File: config.mk
export PLATFORM = sky130hd
export DESIGN_NAME = bobe_top
export DESIGN_NICKNAME = d
export VERILOG_FILES = /design/src/inc/bobe_pkg.sv /design/src/inc/bobe_if.sv /design/src/design/bobe_alu.sv /design/src/design/bobe_top.sv
export SDC_FILE = /design/constraint.sdc
export NUM_CORES = 1
export LEC_CHECK = 0
export BUFFER_PORTS_ARGS = -buffer_cell sky130_fd_sc_hd__buf_2
export CELL_PAD_IN_SITES_DETAIL_PLACEMENT = 0
export CELL_PAD_IN_SITES_GLOBAL_PLACEMENT = 1
export CORE_UTILIZATION = 40
export DETAILED_ROUTE_END_ITERATION = 6
export GPL_TIMING_DRIVEN = 0
export MAX_ROUTING_LAYER = met4
export PLACE_DENSITY_LB_ADDON = 0.1
export RECOVER_POWER = 25
export SYNTH_ARGS = -nofsm -noshare
export SYNTH_HDL_FRONTEND = slang
export SYNTH_SLANG_ARGS = --single-unit
File: constraint.sdc
create_clock -name mclk -period 5.8 [get_ports mclk]
set_input_delay 0.87 -clock mclk [delete_from_list [all_inputs] [get_ports mclk]]
set_output_delay 0.87 -clock mclk [all_outputs]
set_load 0.05 [all_outputs]
File: src/inc/bobe_pkg.sv
// shared constants and types for the byte-op and branch executor
package bobe_pkg;
  localparam int unsigned BOBE_IW = 14;
  localparam int unsigned BOBE_PCW = 15;
  localparam int unsigned BOBE_FAW = 7;
  localparam int unsigned BOBE_DW = 8;
  localparam int unsigned BOBE_KW = 11;
  localparam int unsigned BOBE_LATW = 7;

  // instruction word and pc latch field positions
  localparam int unsigned BOBE_DIR_BIT = 7;
  localparam int unsigned BOBE_LAT_LO = 3;
  localparam int unsigned BOBE_LAT_HI = 6;

  // opcode patterns and the masks that select their fixed bits
  localparam logic [13:0] BOBE_MASK_BYTE = 14'h3F00;
  localparam logic [13:0] BOBE_MASK_CLR = 14'h3FFC;
  localparam logic [13:0] BOBE_MASK_JUMP = 14'h3800;
  localparam logic [13:0] BOBE_OPC_DEC = 14'h0300;
  localparam logic [13:0] BOBE_OPC_CLR = 14'h0100;
  localparam logic [13:0] BOBE_OPC_DECSZ = 14'h0B00;
  localparam logic [13:0] BOBE_OPC_INCSZ = 14'h0F00;
  localparam logic [13:0] BOBE_OPC_JUMP = 14'h2800;
  localparam logic [13:0] BOBE_OPC_IOR = 14'h3800;
  localparam logic [13:0] BOBE_OPC_NONE = 14'h0000;

  // values after reset, and the constant one used to step
  localparam logic [7:0] BOBE_W_RST = 8'h00;
  localparam logic BOBE_Z_RST = 1'h0;
  localparam logic [14:0] BOBE_PC_RST = 15'h0000;
  localparam logic [6:0] BOBE_FA_RST = 7'h00;
  localparam logic [7:0] BOBE_ONE = 8'h01;

  typedef enum logic [2:0] {
    BOBE_OP_NONE,
    BOBE_OP_DEC,
    BOBE_OP_CLR,
    BOBE_OP_DECSZ,
    BOBE_OP_INCSZ,
    BOBE_OP_JUMP,
    BOBE_OP_IOR
  } bobe_op_t;

  typedef enum {
    BOBE_ST_EXEC,
    BOBE_ST_FLUSH
  } bobe_state_t;
endpackage

File: src/inc/bobe_if.sv
// carrier between the executor control and its result unit
`timescale 1ns/1ps
interface bobe_if;
  import bobe_pkg::*;
  bobe_op_t op;
  logic [7:0] fdata;
  logic [7:0] wval;
  logic [7:0] lit;
  logic [7:0] result;
  logic zero;
  modport ctrl (output op, output fdata, output wval, output lit, input result, input zero);
  modport alu (input op, input fdata, input wval, input lit, output result, output zero);
endinterface

File: src/design/bobe_alu.sv
// result unit: computes the 8-bit result and its zero test
`timescale 1ns/1ps
module bobe_alu
  import bobe_pkg::*;
(
  bobe_if.alu bus
);
  logic [7:0] res;

  always_comb begin
    case (bus.op)
      BOBE_OP_DEC: res = bus.fdata - BOBE_ONE;
      BOBE_OP_DECSZ: res = bus.fdata - BOBE_ONE;
      BOBE_OP_INCSZ: res = bus.fdata + BOBE_ONE;
      BOBE_OP_CLR: res = BOBE_W_RST;
      BOBE_OP_IOR: res = bus.wval | bus.lit;
      default: res = bus.wval;
    endcase
  end

  assign bus.result = res;
  assign bus.zero = (res == 8'h00);
endmodule

File: src/design/bobe_top.sv
// byte-op and branch executor: six instructions, skip and branch flush
// What this block does
// - decrement_file subtracts one from f, routes by direction bit, updates zero.
// - clear_working zeroes the working register and sets zero; no operands.
// - decrement_skip_zero subtracts one, routes by direction bit, flags untouched.
// - zero decrement result turns the next instruction into no_operation.
// - increment_skip_zero adds one, routes by direction bit, flags untouched.
// - zero increment result turns the next instruction into no_operation.
// - jump_absolute loads k into pc 10:0 and latch bits 6:3 into pc 14:11.
// - jump_absolute takes two cycles and leaves every flag unchanged.
// - or_literal_working ORs an 8-bit literal into working, updates zero.
`timescale 1ns/1ps
module bobe_top
  import bobe_pkg::*;
(
  input wire logic mclk,
  input wire logic rst_n,
  input wire logic instr_valid,
  input wire logic [BOBE_IW-1:0] instr,
  input wire logic [BOBE_DW-1:0] file_rdata,
  input wire logic [BOBE_LATW-1:0] pc_upper_latch,
  output logic [BOBE_FAW-1:0] file_addr,
  output logic [BOBE_DW-1:0] file_wdata,
  output logic file_we,
  output logic [BOBE_DW-1:0] w_reg,
  output logic zero_flag,
  output logic [BOBE_PCW-1:0] pc,
  output logic pc_load,
  output logic noop_cycle
);
  bobe_if bus ();

  bobe_alu u_alu (
    .bus(bus)
  );

  // decode
  wire logic hit_dec = (instr & BOBE_MASK_BYTE) == BOBE_OPC_DEC;
  wire logic hit_clr = (instr & BOBE_MASK_CLR) == BOBE_OPC_CLR;
  wire logic hit_decsz = (instr & BOBE_MASK_BYTE) == BOBE_OPC_DECSZ;
  wire logic hit_incsz = (instr & BOBE_MASK_BYTE) == BOBE_OPC_INCSZ;
  wire logic hit_jump = (instr & BOBE_MASK_JUMP) == BOBE_OPC_JUMP;
  wire logic hit_ior = (instr & BOBE_MASK_BYTE) == BOBE_OPC_IOR;

  wire bobe_op_t op = hit_dec ? BOBE_OP_DEC :
                      hit_clr ? BOBE_OP_CLR :
                      hit_decsz ? BOBE_OP_DECSZ :
                      hit_incsz ? BOBE_OP_INCSZ :
                      hit_jump ? BOBE_OP_JUMP :
                      hit_ior ? BOBE_OP_IOR : BOBE_OP_NONE;

  // operand fields
  wire logic dir = instr[BOBE_DIR_BIT];
  wire logic [BOBE_FAW-1:0] faddr = instr[BOBE_FAW-1:0];
  wire logic [BOBE_DW-1:0] lit8 = instr[BOBE_DW-1:0];
  wire logic [BOBE_KW-1:0] k11 = instr[BOBE_KW-1:0];
  wire logic [3:0] lat_hi = pc_upper_latch[BOBE_LAT_HI:BOBE_LAT_LO];

  bobe_state_t state_r;
  bobe_state_t state_nxt;
  logic [BOBE_DW-1:0] w_r;
  logic [BOBE_DW-1:0] w_nxt;
  logic z_r;
  logic z_nxt;
  logic [BOBE_PCW-1:0] pc_r;
  logic [BOBE_PCW-1:0] pc_nxt;
  logic [BOBE_FAW-1:0] fa_r;
  logic [BOBE_DW-1:0] fd_r;
  logic fwe_r;
  logic pcl_r;
  logic nop_r;

  assign bus.op = op;
  assign bus.fdata = file_rdata;
  assign bus.wval = w_r;
  assign bus.lit = lit8;

  // an instruction slot after a skip or a branch is consumed as no_operation
  wire logic exec_en = instr_valid && (state_r == BOBE_ST_EXEC);
  wire logic flush_slot = instr_valid && (state_r == BOBE_ST_FLUSH);

  wire logic is_fop = (op == BOBE_OP_DEC) || (op == BOBE_OP_DECSZ) || (op == BOBE_OP_INCSZ);
  wire logic is_skipop = (op == BOBE_OP_DECSZ) || (op == BOBE_OP_INCSZ);
  wire logic do_skip = exec_en && is_skipop && bus.zero;
  wire logic do_jump = exec_en && (op == BOBE_OP_JUMP);

  // results for working register: clear, or-literal, and file ops with dir 0
  wire logic w_wr = exec_en && ((op == BOBE_OP_CLR) || (op == BOBE_OP_IOR) ||
                                (is_fop && !dir));
  wire logic f_wr = exec_en && is_fop && dir;
  // skip ops and the branch keep the flag as it was
  wire logic z_wr = exec_en && ((op == BOBE_OP_DEC) || (op == BOBE_OP_CLR) ||
                                (op == BOBE_OP_IOR));

  assign w_nxt = w_wr ? bus.result : w_r;
  assign z_nxt = z_wr ? bus.zero : z_r;
  // latch bits 6:3 fill pc 14:11 exactly; latch bits 2:0 play no part
  assign pc_nxt = do_jump ? {lat_hi, k11} :
                  instr_valid ? BOBE_PCW'(pc_r + 15'h0001) : pc_r;

  always_comb begin
    case (state_r)
      BOBE_ST_EXEC: state_nxt = (do_skip || do_jump) ? BOBE_ST_FLUSH : BOBE_ST_EXEC;
      BOBE_ST_FLUSH: state_nxt = instr_valid ? BOBE_ST_EXEC : BOBE_ST_FLUSH;
      default: state_nxt = BOBE_ST_EXEC;
    endcase
  end

  always_ff @(posedge mclk) begin
    if (!rst_n) begin
      state_r <= BOBE_ST_EXEC;
      w_r <= BOBE_W_RST;
      z_r <= BOBE_Z_RST;
      pc_r <= BOBE_PC_RST;
    end else begin
      state_r <= state_nxt;
      w_r <= w_nxt;
      z_r <= z_nxt;
      pc_r <= pc_nxt;
    end
  end

  // file write port holds the last address and data; the strobe is one cycle
  always_ff @(posedge mclk) begin
    if (!rst_n) begin
      fa_r <= BOBE_FA_RST;
      fd_r <= BOBE_W_RST;
      fwe_r <= 1'h0;
      pcl_r <= 1'h0;
      nop_r <= 1'h0;
    end else begin
      fa_r <= f_wr ? faddr : fa_r;
      fd_r <= f_wr ? bus.result : fd_r;
      fwe_r <= f_wr;
      pcl_r <= do_jump;
      nop_r <= flush_slot;
    end
  end

  assign file_addr = fa_r;
  assign file_wdata = fd_r;
  assign file_we = fwe_r;
  assign w_reg = w_r;
  assign zero_flag = z_r;
  assign pc = pc_r;
  assign pc_load = pcl_r;
  assign noop_cycle = nop_r;
endmodule

# ---- Word level (Yosys, flattened, before mapping)
# Index checks and enable logic that the tools add are counted.
dict set report classes {
  n_addsub 3
  mul 0
  n_div 0
  magnitude_cmp 0
  n_eq_ne 14
  shift 0
  n_mux 12
  n_bitwise 1
  reduce_logical 24
}
# op n
set op_table {}
lappend op_table {{logical NOT 32 bit} 2}
lappend op_table {{case mux 32 bit (2 select lines)} 1}
lappend op_table {{== test 32 x 1 -> 1 bit (second input constant)} 1}
lappend op_table {{== test 32 x 2 -> 1 bit (second input constant)} 1}
lappend op_table {{case mux 8 bit (4 select lines)} 1}
lappend op_table {{2-to-1 mux 15 bit} 2}
lappend op_table {{2-to-1 mux 3 bit} 6}
lappend op_table {{adder 15 x 1 -> 15 bit (second input constant)} 1}
lappend op_table {{== test 12 x 7 -> 1 bit (second input constant)} 1}
lappend op_table {{== test 3 bit (second input constant)} 4}
lappend op_table {{== test 6 x 4 -> 1 bit (second input constant)} 2}
lappend op_table {{logical AND 1 bit} 10}
lappend op_table {{adder 8 x 1 -> 8 bit (second input constant)} 1}
lappend op_table {{logical NOT 8 bit} 1}
lappend op_table {{logical OR 1 bit} 8}
lappend op_table {{bitwise OR 8 bit} 1}
lappend op_table {{subtractor 8 x 1 -> 8 bit (second input constant)} 1}
lappend op_table {{== test 3 x 2 -> 1 bit (second input constant)} 2}
lappend op_table {{== test 6 x 2 -> 1 bit (second input constant)} 1}
lappend op_table {{== test 6 bit (second input constant)} 1}
lappend op_table {{== test 3 x 1 -> 1 bit (second input constant)} 1}
lappend op_table {{2-to-1 mux 1 bit} 2}
lappend op_table {{nonzero test 2 bit} 1}
lappend op_table {{OR reduction 2 bit} 1}
lappend op_table {{logical NOT 1 bit} 1}
dict set report word_totals {
  register_bits 74
  latchBits 0
  mem_bits_rw 0
  romBits 0
  mem_count 0
}

# ---- Depth between registers and ports, before layout
# Gate-level depths: netlist of the first run.
dict set report depth {
  ltp_word 15
  depth_mapped 11
}

# ---- Modules after synthesis
# A second synthesis of the first run with hierarchy kept.
dict set report unflattened {
  hier_cells 350
  area_unflattened_um2 2889.0
}
# mod n_inst cells_each area_per_inst_um2
set by_module_without_submodules {}
lappend by_module_without_submodules {bobe_top 1 250 2189.6}
lappend by_module_without_submodules {bobe_alu 1 100 699.4}

# ---- Worst setup path after synthesis of the first run
# OpenSTA, ideal clock, no wires.
dict set report synth_timing {
  path_type {input -> register}
  start {in instr[8]}
  end {reg state_r[0]}
  setup_ns 0.087
  arrival_time_ns 3.084
  required_time_ns 5.713
  slack_ns 2.629
  path_stages 10
  path_cell_list {buf_2 > and4bb_4 > nand3_1 > ha_1 > nor2b_1 > o31a_1 > o2111a_1 > a211oi_2 > nand4_1 > o31ai_1}
}
dict set report synth_between {
  elab_chain_len 15
  elab_cells_between_ends 27
  cone_classes {eq/ne: 11; mux: 9; reduce/logical: 7}
}
# element line
set synth_rtl {}
lappend synth_rtl {{from (decl)} bobe_top.sv:19} ;# input wire logic [BOBE_IW-1:0] instr,
lappend synth_rtl {{== test 6 bit} bobe_top.sv:43} ;# wire logic hit_ior = (instr & BOBE_MASK_BYTE) == BOBE_OPC_IOR;
lappend synth_rtl {{2-to-1 mux 3 bit} bobe_top.sv:50} ;# hit_ior ? BOBE_OP_IOR : BOBE_OP_NONE;
lappend synth_rtl {{2-to-1 mux 3 bit} bobe_top.sv:49} ;# hit_jump ? BOBE_OP_JUMP :
lappend synth_rtl {{2-to-1 mux 3 bit} bobe_top.sv:48} ;# hit_incsz ? BOBE_OP_INCSZ :
lappend synth_rtl {{2-to-1 mux 3 bit} bobe_top.sv:47} ;# hit_decsz ? BOBE_OP_DECSZ :
lappend synth_rtl {{2-to-1 mux 3 bit} bobe_top.sv:46} ;# hit_clr ? BOBE_OP_CLR :
lappend synth_rtl {{2-to-1 mux 3 bit *} bobe_top.sv:45} ;# wire bobe_op_t op = hit_dec ? BOBE_OP_DEC :
lappend synth_rtl {{== test 3 x 1 -> 1 bit / == test 3 x 2 -> 1 bit (equally long branches)} {bobe_alu.sv:11, bobe_top.sv:83}}
lappend synth_rtl {{OR reduction 2 bit (no line)} n/a}
lappend synth_rtl {{case mux 8 bit (4 select lines)} bobe_alu.sv:11} ;# case (bus.op)
lappend synth_rtl {{logical NOT 8 bit} bobe_alu.sv:22} ;# assign bus.zero = (res == 8'h00);
lappend synth_rtl {{logical AND 1 bit} bobe_top.sv:84} ;# wire logic do_skip = exec_en && is_skipop && bus.zero;
lappend synth_rtl {{logical OR 1 bit *} bobe_top.sv:103} ;# BOBE_ST_EXEC: state_nxt = (do_skip || do_jump) ? BOBE_ST_FLUSH : BOBE_ST_EXEC;
lappend synth_rtl {{2-to-1 mux 1 bit *} bobe_top.sv:103}
lappend synth_rtl {{case mux 32 bit (2 select lines) *} bobe_top.sv:102} ;# case (state_r)
lappend synth_rtl {{to (signal assigned)} bobe_top.sv:116} ;# state_r <= state_nxt;
lappend synth_rtl {{to (decl)} bobe_top.sv:59} ;# bobe_state_t state_r;
# Every way passes the cells marked *; elsewhere a longest branch is shown, timed or not.
# A chain may end at the register's enable or synchronous reset.

# ---- Final worst setup path of the first run
dict set report layout_timing {
  start {in instr[13]}
  end {reg z_r (netlist: zero_flag)}
}
dict set report layout_between {
  elab_chain_len 11
  elab_cells_between_ends 23
  cone_classes {eq/ne: 11; mux: 7; reduce/logical: 5}
}
# element line
set layout_rtl {}
lappend layout_rtl {{== test 6 bit} bobe_top.sv:43}
lappend layout_rtl {{2-to-1 mux 3 bit} bobe_top.sv:50}
lappend layout_rtl {{2-to-1 mux 3 bit} bobe_top.sv:49}
lappend layout_rtl {{2-to-1 mux 3 bit} bobe_top.sv:48}
lappend layout_rtl {{2-to-1 mux 3 bit} bobe_top.sv:47}
lappend layout_rtl {{2-to-1 mux 3 bit} bobe_top.sv:46}
lappend layout_rtl {{2-to-1 mux 3 bit *} bobe_top.sv:45}
lappend layout_rtl {{== test 3 x 1 -> 1 bit, or another cell as far along} {bobe_alu.sv:11, bobe_top.sv:92}}
lappend layout_rtl {{OR reduction 2 bit (no line) / logical OR 1 bit (equally long branches)} n/a}
lappend layout_rtl {{case mux 8 bit (4 select lines) / logical OR 1 bit (equally long branches)} {bobe_alu.sv:11, bobe_top.sv:92}}
lappend layout_rtl {{logical NOT 8 bit / logical AND 1 bit (equally long branches)} {bobe_alu.sv:22, bobe_top.sv:92}}
lappend layout_rtl {{to (signal assigned)} bobe_top.sv:118} ;# z_r <= z_nxt;
lappend layout_rtl {{to (decl)} bobe_top.sv:63} ;# logic z_r;
# Marks and branches as above.

==> results of run 1 <==
## cell usage after synthesis (all sizes together) (3+ instances only)
master  number  share of area, %
a211oi       8               2.5
a21oi       22               4.2
a22o         5               1.7
a22oi       11               3.3
a31oi        8               1.9
and2         3              0.81
and3         5               1.2
buf         11               2.3
clkbuf       9               1.3
dfxtp       43                33
ha           7               3.3
inv         10               1.4
nand2       43               6.2
nand3       11               2.3
nand4        5               1.2
nor2        45               6.4
nor2b        3              0.72
nor3        10               1.9
nor4         4               2.1
o21a         5               1.4
o21ai       25               4.8
o21bai       3              0.86
o31ai        5               1.4
or2          3              0.72
## power breakdown
part           switching [uW]  total (uW)  internal [uW]
combinational            70.8         106           35.4
sequential               4.86         305            300
clock                     118         246            129
## through the flow
stage                     worst slack, ns  std cells  utilization, %  cell area (um^2)  hold slack [ns]
after detailed placement            2.118        482           47.88              3040           0.4456
after floorplan                     2.629        340               -              2619           0.5324
final                               2.483        490           49.24              3127           0.4570
after global placement              2.152        482           47.88              3040           0.4413
after global routing                2.318        490           49.24              3127           0.4878
after CTS                           2.424        490           49.66              3153           0.4585
## layer usage
metal  wire length [um]  part of all wire, %
met5                  0                    0
met1               3454                   44
met3                485                  6.2
met2               3798                   49
met4                 63                 0.81
## kinds of logic (layout without fill, tap and decap cells)
family | Yosys count | count (layout) | share of synthesized area (%)
AND/OR/NAND/NOR | 146 | 146 | 28.57
AO/OA/AOI/OAI | 110 | 110 | 28.33
flip-flops | 43 | 43 | 32.87
buffers and inverters | 30 | 103 | 5.064
adder cells (fa/ha/maj) | 8 | 8 | 4.109
XOR/XNOR | 2 | 2 | 0.6690
multiplexers | 1 | 1 | 0.3822
## worst max-delay path: cells and delay by family
family                     cells  cell delay (ns)
AOI/OAI and AO/OA              4             1.11
adders and majority gates      1             0.43
and+or+nand+nor                4             0.98
buffers and inverters          1             0.14
## final timing paths
path / from / to / slack [ns] / depth (start not counted)
max reg2reg: pc[0] / pc[14] / 3.61 / 7
max: instr[13] / zero_flag / 2.48 / 10
min: file_addr[4] / file_addr[4] / 0.46 / 2
min reg2reg: file_addr[4] / file_addr[4] / 0.46 / 2
## cell type report
type                       instances  area (um^2)  share of cell area (%)
inverter                          10        37.54                   1.200
sequential                        43        860.8                   27.53
multi-input combinational        267         1625                   51.98
buffer                            20        93.84                   3.001
tap                               77        96.34                   3.081
timing repair buffer              65        300.3                   9.604
clock inverter                     3        43.79                   1.401
clock buffer                       5        68.82                   2.201
==> metrics, run 1 <==
vias in the first global route=2543; run status=finished, final reports clean; placer's final routability congestion estimate=0.8680; startpoint types=primary input; RSZ-0062 raised after global routing=false; hold crit path type=flip-flop to flip-flop; total power=657.2 uW; Power Dens Cells=210.2 nW/um^2; final hold vios=0; Net count, final=452; CTS tree=done; met3 usage=2.982%; CP max-delay cell=ha_1; initial cell density of the core=41.24%; # H-tree levels=2; max-slew violations=0; Max Freq=301.5 MHz; met2 Use GR=38.30%; Worst Path Required=6.02 ns; max reg flops=15; vias per cell=5.794; Post-route DRC=0; largest net degree at the start of global routing=15; synth unique cells=61; Leak Pwr=0.001234 uW; Worst Clk Skew=0.003968 ns; most common cell after layout, fill and taps aside=buf_2; hold buffers post-CTS=0; most common flop cell mapped by yosys=dfxtp_1; Rel. slew slack=58.78%; Core Footprint=6350 um^2; CTS sink cnt=43; router iterations before antenna repair=5; root buffer cell=clkbuf_8; final worst-path cycle share=57.19%; CTS max path bufs=2; ys async rst share=0%; initial antenna violation count=0; Crit path largest cell delay=0.43 ns; vias=2839; post-DP HPWL=5830 um; global route hottest layer=met2; Final setup viols=0; die width=82.91 um; post-route ant nets=0; maximum VDD drop=99.38 uV; Syn Std Cell Area=2619 um^2; CP Class=primary input to flip-flop; clk slew on worst S/H paths=0.09 ns; setup bufs post-CTS=0; max_cap viols=0; CP endpoint kind=flip-flop; DR WL/cell=15.92 um; Row Count=29; CP cell instances=buf_2 -> and4bb_4 -> nand3_1 -> ha_1 -> nor2b_1 -> o31a_1 -> o2111a_1 -> a211oi_2 -> nand4_1 -> o31ai_1; Antenna Cells=0; Die H=82.91 um; setup tns final=0 ns; ratio of cells with drive above 1 in the final layout=18.40%; post-synthesis sequential area ratio=32.87%; TritonCTS buffer count=5; die area=6874 um^2; Yosys warnings=0; grt ovf=0; first-pass GRT wire length=12670 um; Post-CTS Resized=0; Clock Latency Late Sink=0.30 ns; most frequent cells in the layout=buf_2, nor2_1, nand2_1, dfxtp_1, clkbuf_1; crit-path max FO=8; area delta synth->final=19.40%; WL final=7801 um; post-synthesis instance total=340; FILL cells=697; number of port buffers=65; Syn Nets=380; 1st-iter DRT viols=155; Seq cells post-synth=43; Post-Syn Area per Cell=7.702 um^2; IO Pins=74; post-layout minimum cycle time=3.317 ns; GRT Resource Usage Total=23.40%; Slew @ Worst Pin=0.6210 ns; Post-synth EDFFs=0; met1 usage=30.15%; Critical Path AT=3.53 ns
Power figures use the tool's default switching activity.
==> run 2: changes to the inputs <==
--- a/config.mk
+++ b/config.mk
@@ -8,7 +8,7 @@
 export BUFFER_PORTS_ARGS = -buffer_cell sky130_fd_sc_hd__buf_2
 export CELL_PAD_IN_SITES_DETAIL_PLACEMENT = 0
 export CELL_PAD_IN_SITES_GLOBAL_PLACEMENT = 1
-export CORE_UTILIZATION = 40
+export CORE_UTILIZATION = 37
 export DETAILED_ROUTE_END_ITERATION = 6
 export GPL_TIMING_DRIVEN = 0
 export MAX_ROUTING_LAYER = met4
==> constraint.sdc (replaced) <==
create_clock -name mclk -period 3.27 [get_ports mclk]
set_input_delay 0.4905 -clock mclk [delete_from_list [all_inputs] [get_ports mclk]]
set_output_delay 0.4905 -clock mclk [all_outputs]
set_load 0.05 [all_outputs]
==> run 2 against run 1 <==
Via count is 2.8% lower. Cell area increased by 1.5%. Worst hold slack better by 0.0048 ns. Flip-flop and latch count unchanged. Wire length grew 3.7%. Clock power increased by 110%. Non-clock buffer count stayed put. Clock-buffer cell count did not move. First-iteration DRC count shrank 25%. Critical path depth did not move. Highest routed layer unchanged.
==> metrics, run 2 (same netlist as run 1, synthesis figures left out) <==
run status=finished, final reports clean; startpoint types=primary input; root buffer cell=clkbuf_8; R2R setup slack=1.12 ns; Placed Cells=501; TritonCTS buffer count=5; Core Footprint=6832 um^2; GRT Resource Usage Total=23.68%; max-slew violations=0; initial cell density of the core=38.33%; post-route ant nets=0; vias per cell=5.422; die width=86.13 um; Post-route DRC=0; number of port buffers=65; setup bufs post-CTS=0; Worst Clk Skew=0.007203 ns; CP Class=primary input to flip-flop; total power=1234 uW; RSZ-0062 raised after global routing=false; Net count, final=452; largest net degree at the start of global routing=15; Leak Pwr=0.001241 uW; hold buffers post-CTS=0; 1st-iter DRT viols=116; vias=2760; Post-CTS Resized=0; most frequent cells in the layout=buf_2, nor2_1, nand2_1, dfxtp_1, clkbuf_1; ratio of cells with drive above 1 in the final layout=18.40%; first-pass GRT wire length=13180 um; CTS max path bufs=2; final worst-path cycle share=89.88%; Place WS=-0.009140 ns; hold crit path type=flip-flop to flip-flop; post-DP HPWL=6086 um; Slew @ Worst Pin=0.6146 ns; # H-tree levels=2; clk slew on worst S/H paths=0.09 ns; FILL cells=742; maximum VDD drop=190.2 uV; max_cap viols=0; fin worst setup slack=0.3309 ns; placer's final routability congestion estimate=0.8303; vias in the first global route=2618; Power Dens Cells=388.7 nW/um^2; WL final=8089 um; hold_ws=0.4618 ns; Critical Path AT=3.15 ns; Clock Latency Late Sink=0.30 ns; Max Freq=340.2 MHz; Final setup viols=0; Row Count=30; Antenna Cells=0; Die H=86.13 um; router iterations before antenna repair=4; max reg flops=15; IO Pins=74; post-layout minimum cycle time=2.939 ns; area delta synth->final=21.21%; crit-path max FO=8; most common cell after layout, fill and taps aside=buf_2; Rel. slew slack=59.20%; CP endpoint kind=flip-flop; DR WL/cell=15.89 um; non-filler cells in the finished layout=509; initial antenna violation count=0; Worst Path Required=3.49 ns; final hold vios=0; CTS sink cnt=43; die area=7418 um^2; CTS tree=done; grt ovf=0
==> run 2: metal layers <==
metal	share of wire (%)	global-route usage, %
met1	46	30.84
met2	48	39.03
met3	5.7	3.657
met4	0.45	4.545
met5	0	-
==> run 2: per-stage QoR <==
stage / area (um^2) / setup TNS, ns / utilization (%)
floorplan: 2619 / 0 / -
global placement: 3064 / 0 / 44.85
detailed placement: 3064 / -0.009140 / 44.85
CTS: 3201 / 0 / 46.85
global route: 3174 / 0 / 46.47
finish: 3174 / 0 / 46.47
==> run 2: area by class of cell <==
cell class,count,area [um^2],area share [%]
sequential,43,860.8,27.12
clock buffer,5,68.82,2.168
clock inverter,3,67.56,2.129
inverter,10,37.54,1.183
buffer,20,93.84,2.956
multi-input combinational,267,1625,51.20
timing repair buffer,65,300.3,9.460
tap,96,120.1,3.784
==> run 2: report_power, final <==
part,internal [uW],switching [uW],total (uW)
clock network,305,201,506
registers,532,8.56,540
logic,62.8,125,188
total,899,335,1230
==> run 2: worst paths after layout <==
kind | startpoint | end | depth (start not counted)
hold / removal | file_addr[5] | file_addr[5] | 2
hold reg to reg | file_addr[5] | file_addr[5] | 2
setup reg to reg | pc[0] | pc[14] | 7
setup / recovery | instr[13] | state_r[0] | 10
==> run 2: worst max-delay path, stage by stage <==
cell	delay [ns]
buf_2	0.13
and4bb_4	0.36
nand3_1	0.27
ha_1	0.44
nor2b_1	0.16
o31a_1	0.27
o2111a_1	0.26
a211oi_2	0.30
nand4_1	0.19
o31ai_1	0.27
==> run 3: changes to the inputs <==
--- a/config.mk
+++ b/config.mk
@@ -8,6 +8,7 @@
 export BUFFER_PORTS_ARGS = -buffer_cell sky130_fd_sc_hd__buf_2
 export CELL_PAD_IN_SITES_DETAIL_PLACEMENT = 0
 export CELL_PAD_IN_SITES_GLOBAL_PLACEMENT = 1
+export CORE_ASPECT_RATIO = 0.9
 export CORE_UTILIZATION = 37
 export DETAILED_ROUTE_END_ITERATION = 6
 export GPL_TIMING_DRIVEN = 0
==> run 3 against run 2 <==
Fmax is 3.0% lower. Critical endpoint is now zero_flag. Worst hold slack worse by 0.0011 ns. Sequential power hardly changed. Clock power is 8.3% lower. Largest cell class unchanged. Combinational power is 3% higher. Clock-buffer cell count is 1 higher. Cell count is 1.2% lower. Flip-flop and latch count stayed put. Die area hardly changed.
==> metrics, run 3 (same netlist as run 1, synthesis figures left out) <==
Row Count=28; post-DP HPWL=6133 um; CTS max path bufs=2; Rel. slew slack=59.03%; Antenna Cells=0; startpoint types=primary input; die area=7419 um^2; max reg flops=15; grt ovf=0; root buffer cell=clkbuf_8; placer's final routability congestion estimate=0.8469; FILL cells=730; Worst path top cell family by delay=compound AO/OA/AOI/OAI gates; Crit path largest cell delay=0.44 ns; Slew @ Worst Pin=0.6172 ns; max-slew violations=0; area delta synth->final=20.59%; IO Pins=74; Hold Crit Depth=2; final worst-path cycle share=92.65%; post-layout minimum cycle time=3.030 ns; CP max-delay cell=ha_1; R2R setup slack=0.99 ns; initial cell density of the core=39.14%; DR WL/cell=16.55 um; HP Start=file_addr[0]; Post-route DRC=0; TritonCTS buffer count=5; non-filler cells in the finished layout=503; vias in the first global route=2552; crit-path max FO=8; vias=2785; Reg2Reg Depth=7; largest net degree at the start of global routing=15; max_cap viols=0; maximum VDD drop=208.4 uV; most common cell after layout, fill and taps aside=buf_2; CP Class=primary input to flip-flop; CP endpoint kind=flip-flop; Cell Area, Placed=3057 um^2; router iterations before antenna repair=4; hold buffers post-CTS=0; Final setup viols=0; Place WS=-0.08136 ns; first-pass GRT wire length=13360 um; number of port buffers=65; post-route ant nets=0; RSZ-0062 raised after global routing=false; WHS Endpoint=file_addr[0]; Leak Pwr=0.001239 uW; worst path buffer plus inverter count=1; run status=finished, final reports clean; initial antenna violation count=0; Die H=81.81 um; Power Dens Cells=379.6 nW/um^2; Clock Latency Late Sink=0.30 ns; total power=1199 uW; Worst Path Required=3.48 ns; fin worst setup slack=0.2403 ns; WL final=8325 um; CTS sink cnt=43; # H-tree levels=2; clk slew on worst S/H paths=0.10 ns; Worst path depth=10; worst r2r src=pc[0]; Placed Cells=495; 1st-iter DRT viols=128; final hold vios=0; Critical Path AT=3.24 ns; GRT Resource Usage Total=23.59%; reg2reg end=pc[14]; hold crit path type=flip-flop to flip-flop; Core Footprint=6691 um^2; die width=90.68 um; CP cell instances=buf_2 -> and4bb_4 -> nand3_1 -> ha_1 -> nor2b_1 -> o31a_1 -> o2111a_1 -> a211oi_2 -> nand4_1 -> o31ai_1; vias per cell=5.537; Final Cell Area=3158 um^2; CTS tree=done; most frequent cells in the layout=buf_2, nor2_1, nand2_1, dfxtp_1, clkbuf_1; Net count, final=452; Worst Clk Skew=0.006178 ns; ratio of cells with drive above 1 in the final layout=18.64%; Max Freq=330.1 MHz
-- run 3: routing by layer --
| layer | GRT usage [%] | part of all wire, % | up-vias |
|---|---|---|---|
| li1 | - | - | 1392 |
| met1 | 34.72 | 54 | 1330 |
| met2 | 34.92 | 42 | 59 |
| met3 | 3.056 | 3.4 | 4 |
| met4 | 3.387 | 0.43 | 0 |
| met5 | - | 0 | - |
-- run 3: area by class of cell --
| cell class | instances | area (um^2) | share of cell area [%] |
|---|---|---|---|
| clock inverter | 2 | 38.79 | 1.228 |
| buffer | 20 | 93.84 | 2.971 |
| inverter | 10 | 37.54 | 1.189 |
| sequential | 43 | 860.8 | 27.26 |
| timing repair buffer | 65 | 300.3 | 9.509 |
| tap | 90 | 112.6 | 3.566 |
| multi-input combinational | 267 | 1632 | 51.66 |
| clock buffer | 6 | 82.58 | 2.615 |
-- run 3: per-stage QoR --
step / setup TNS [ns] / hold slack, ns / util (%)
global route: 0 / 0.4810 / 47.20
floorplan: 0 / 0.5324 / -
finish: 0 / 0.4606 / 47.20
global placement: -0.1107 / 0.4409 / 45.68
CTS: 0 / 0.4622 / 47.49
detailed placement: -0.1560 / 0.4479 / 45.68
-- run 3: worst max-delay path by stage --
stage,from,end,slack (ns)
6_report,instr[13],zero_flag,0.24
3_5_place_dp,instr[13],zero_flag,-0.08
5_1_grt,instr[13],state_r[0],0.006
2_1_floorplan,instr[8],state_r[0],0.48
3_3_place_gp,instr[13],state_r[0],-0.06
4_1_cts,instr[13],zero_flag,0.22
-- run 3: tightest hold or removal path, cell delays in order, from the launching register on --
cell and delay [ns]:
dfxtp_1 0.32, nand2_1 0.05, a21oi_1 0.05
-- run 3: where the power goes --
group | internal, uW | switching (uW)
Clock | 252 | 213
Sequential | 532 | 8.78
Combinational | 63.3 | 130
Total | 847 | 352
-- run 3: timing repair --
action	CTS	global route
gates resized for setup	0	1
setup buffers	0	0
endpoints found under the setup margin	0	1
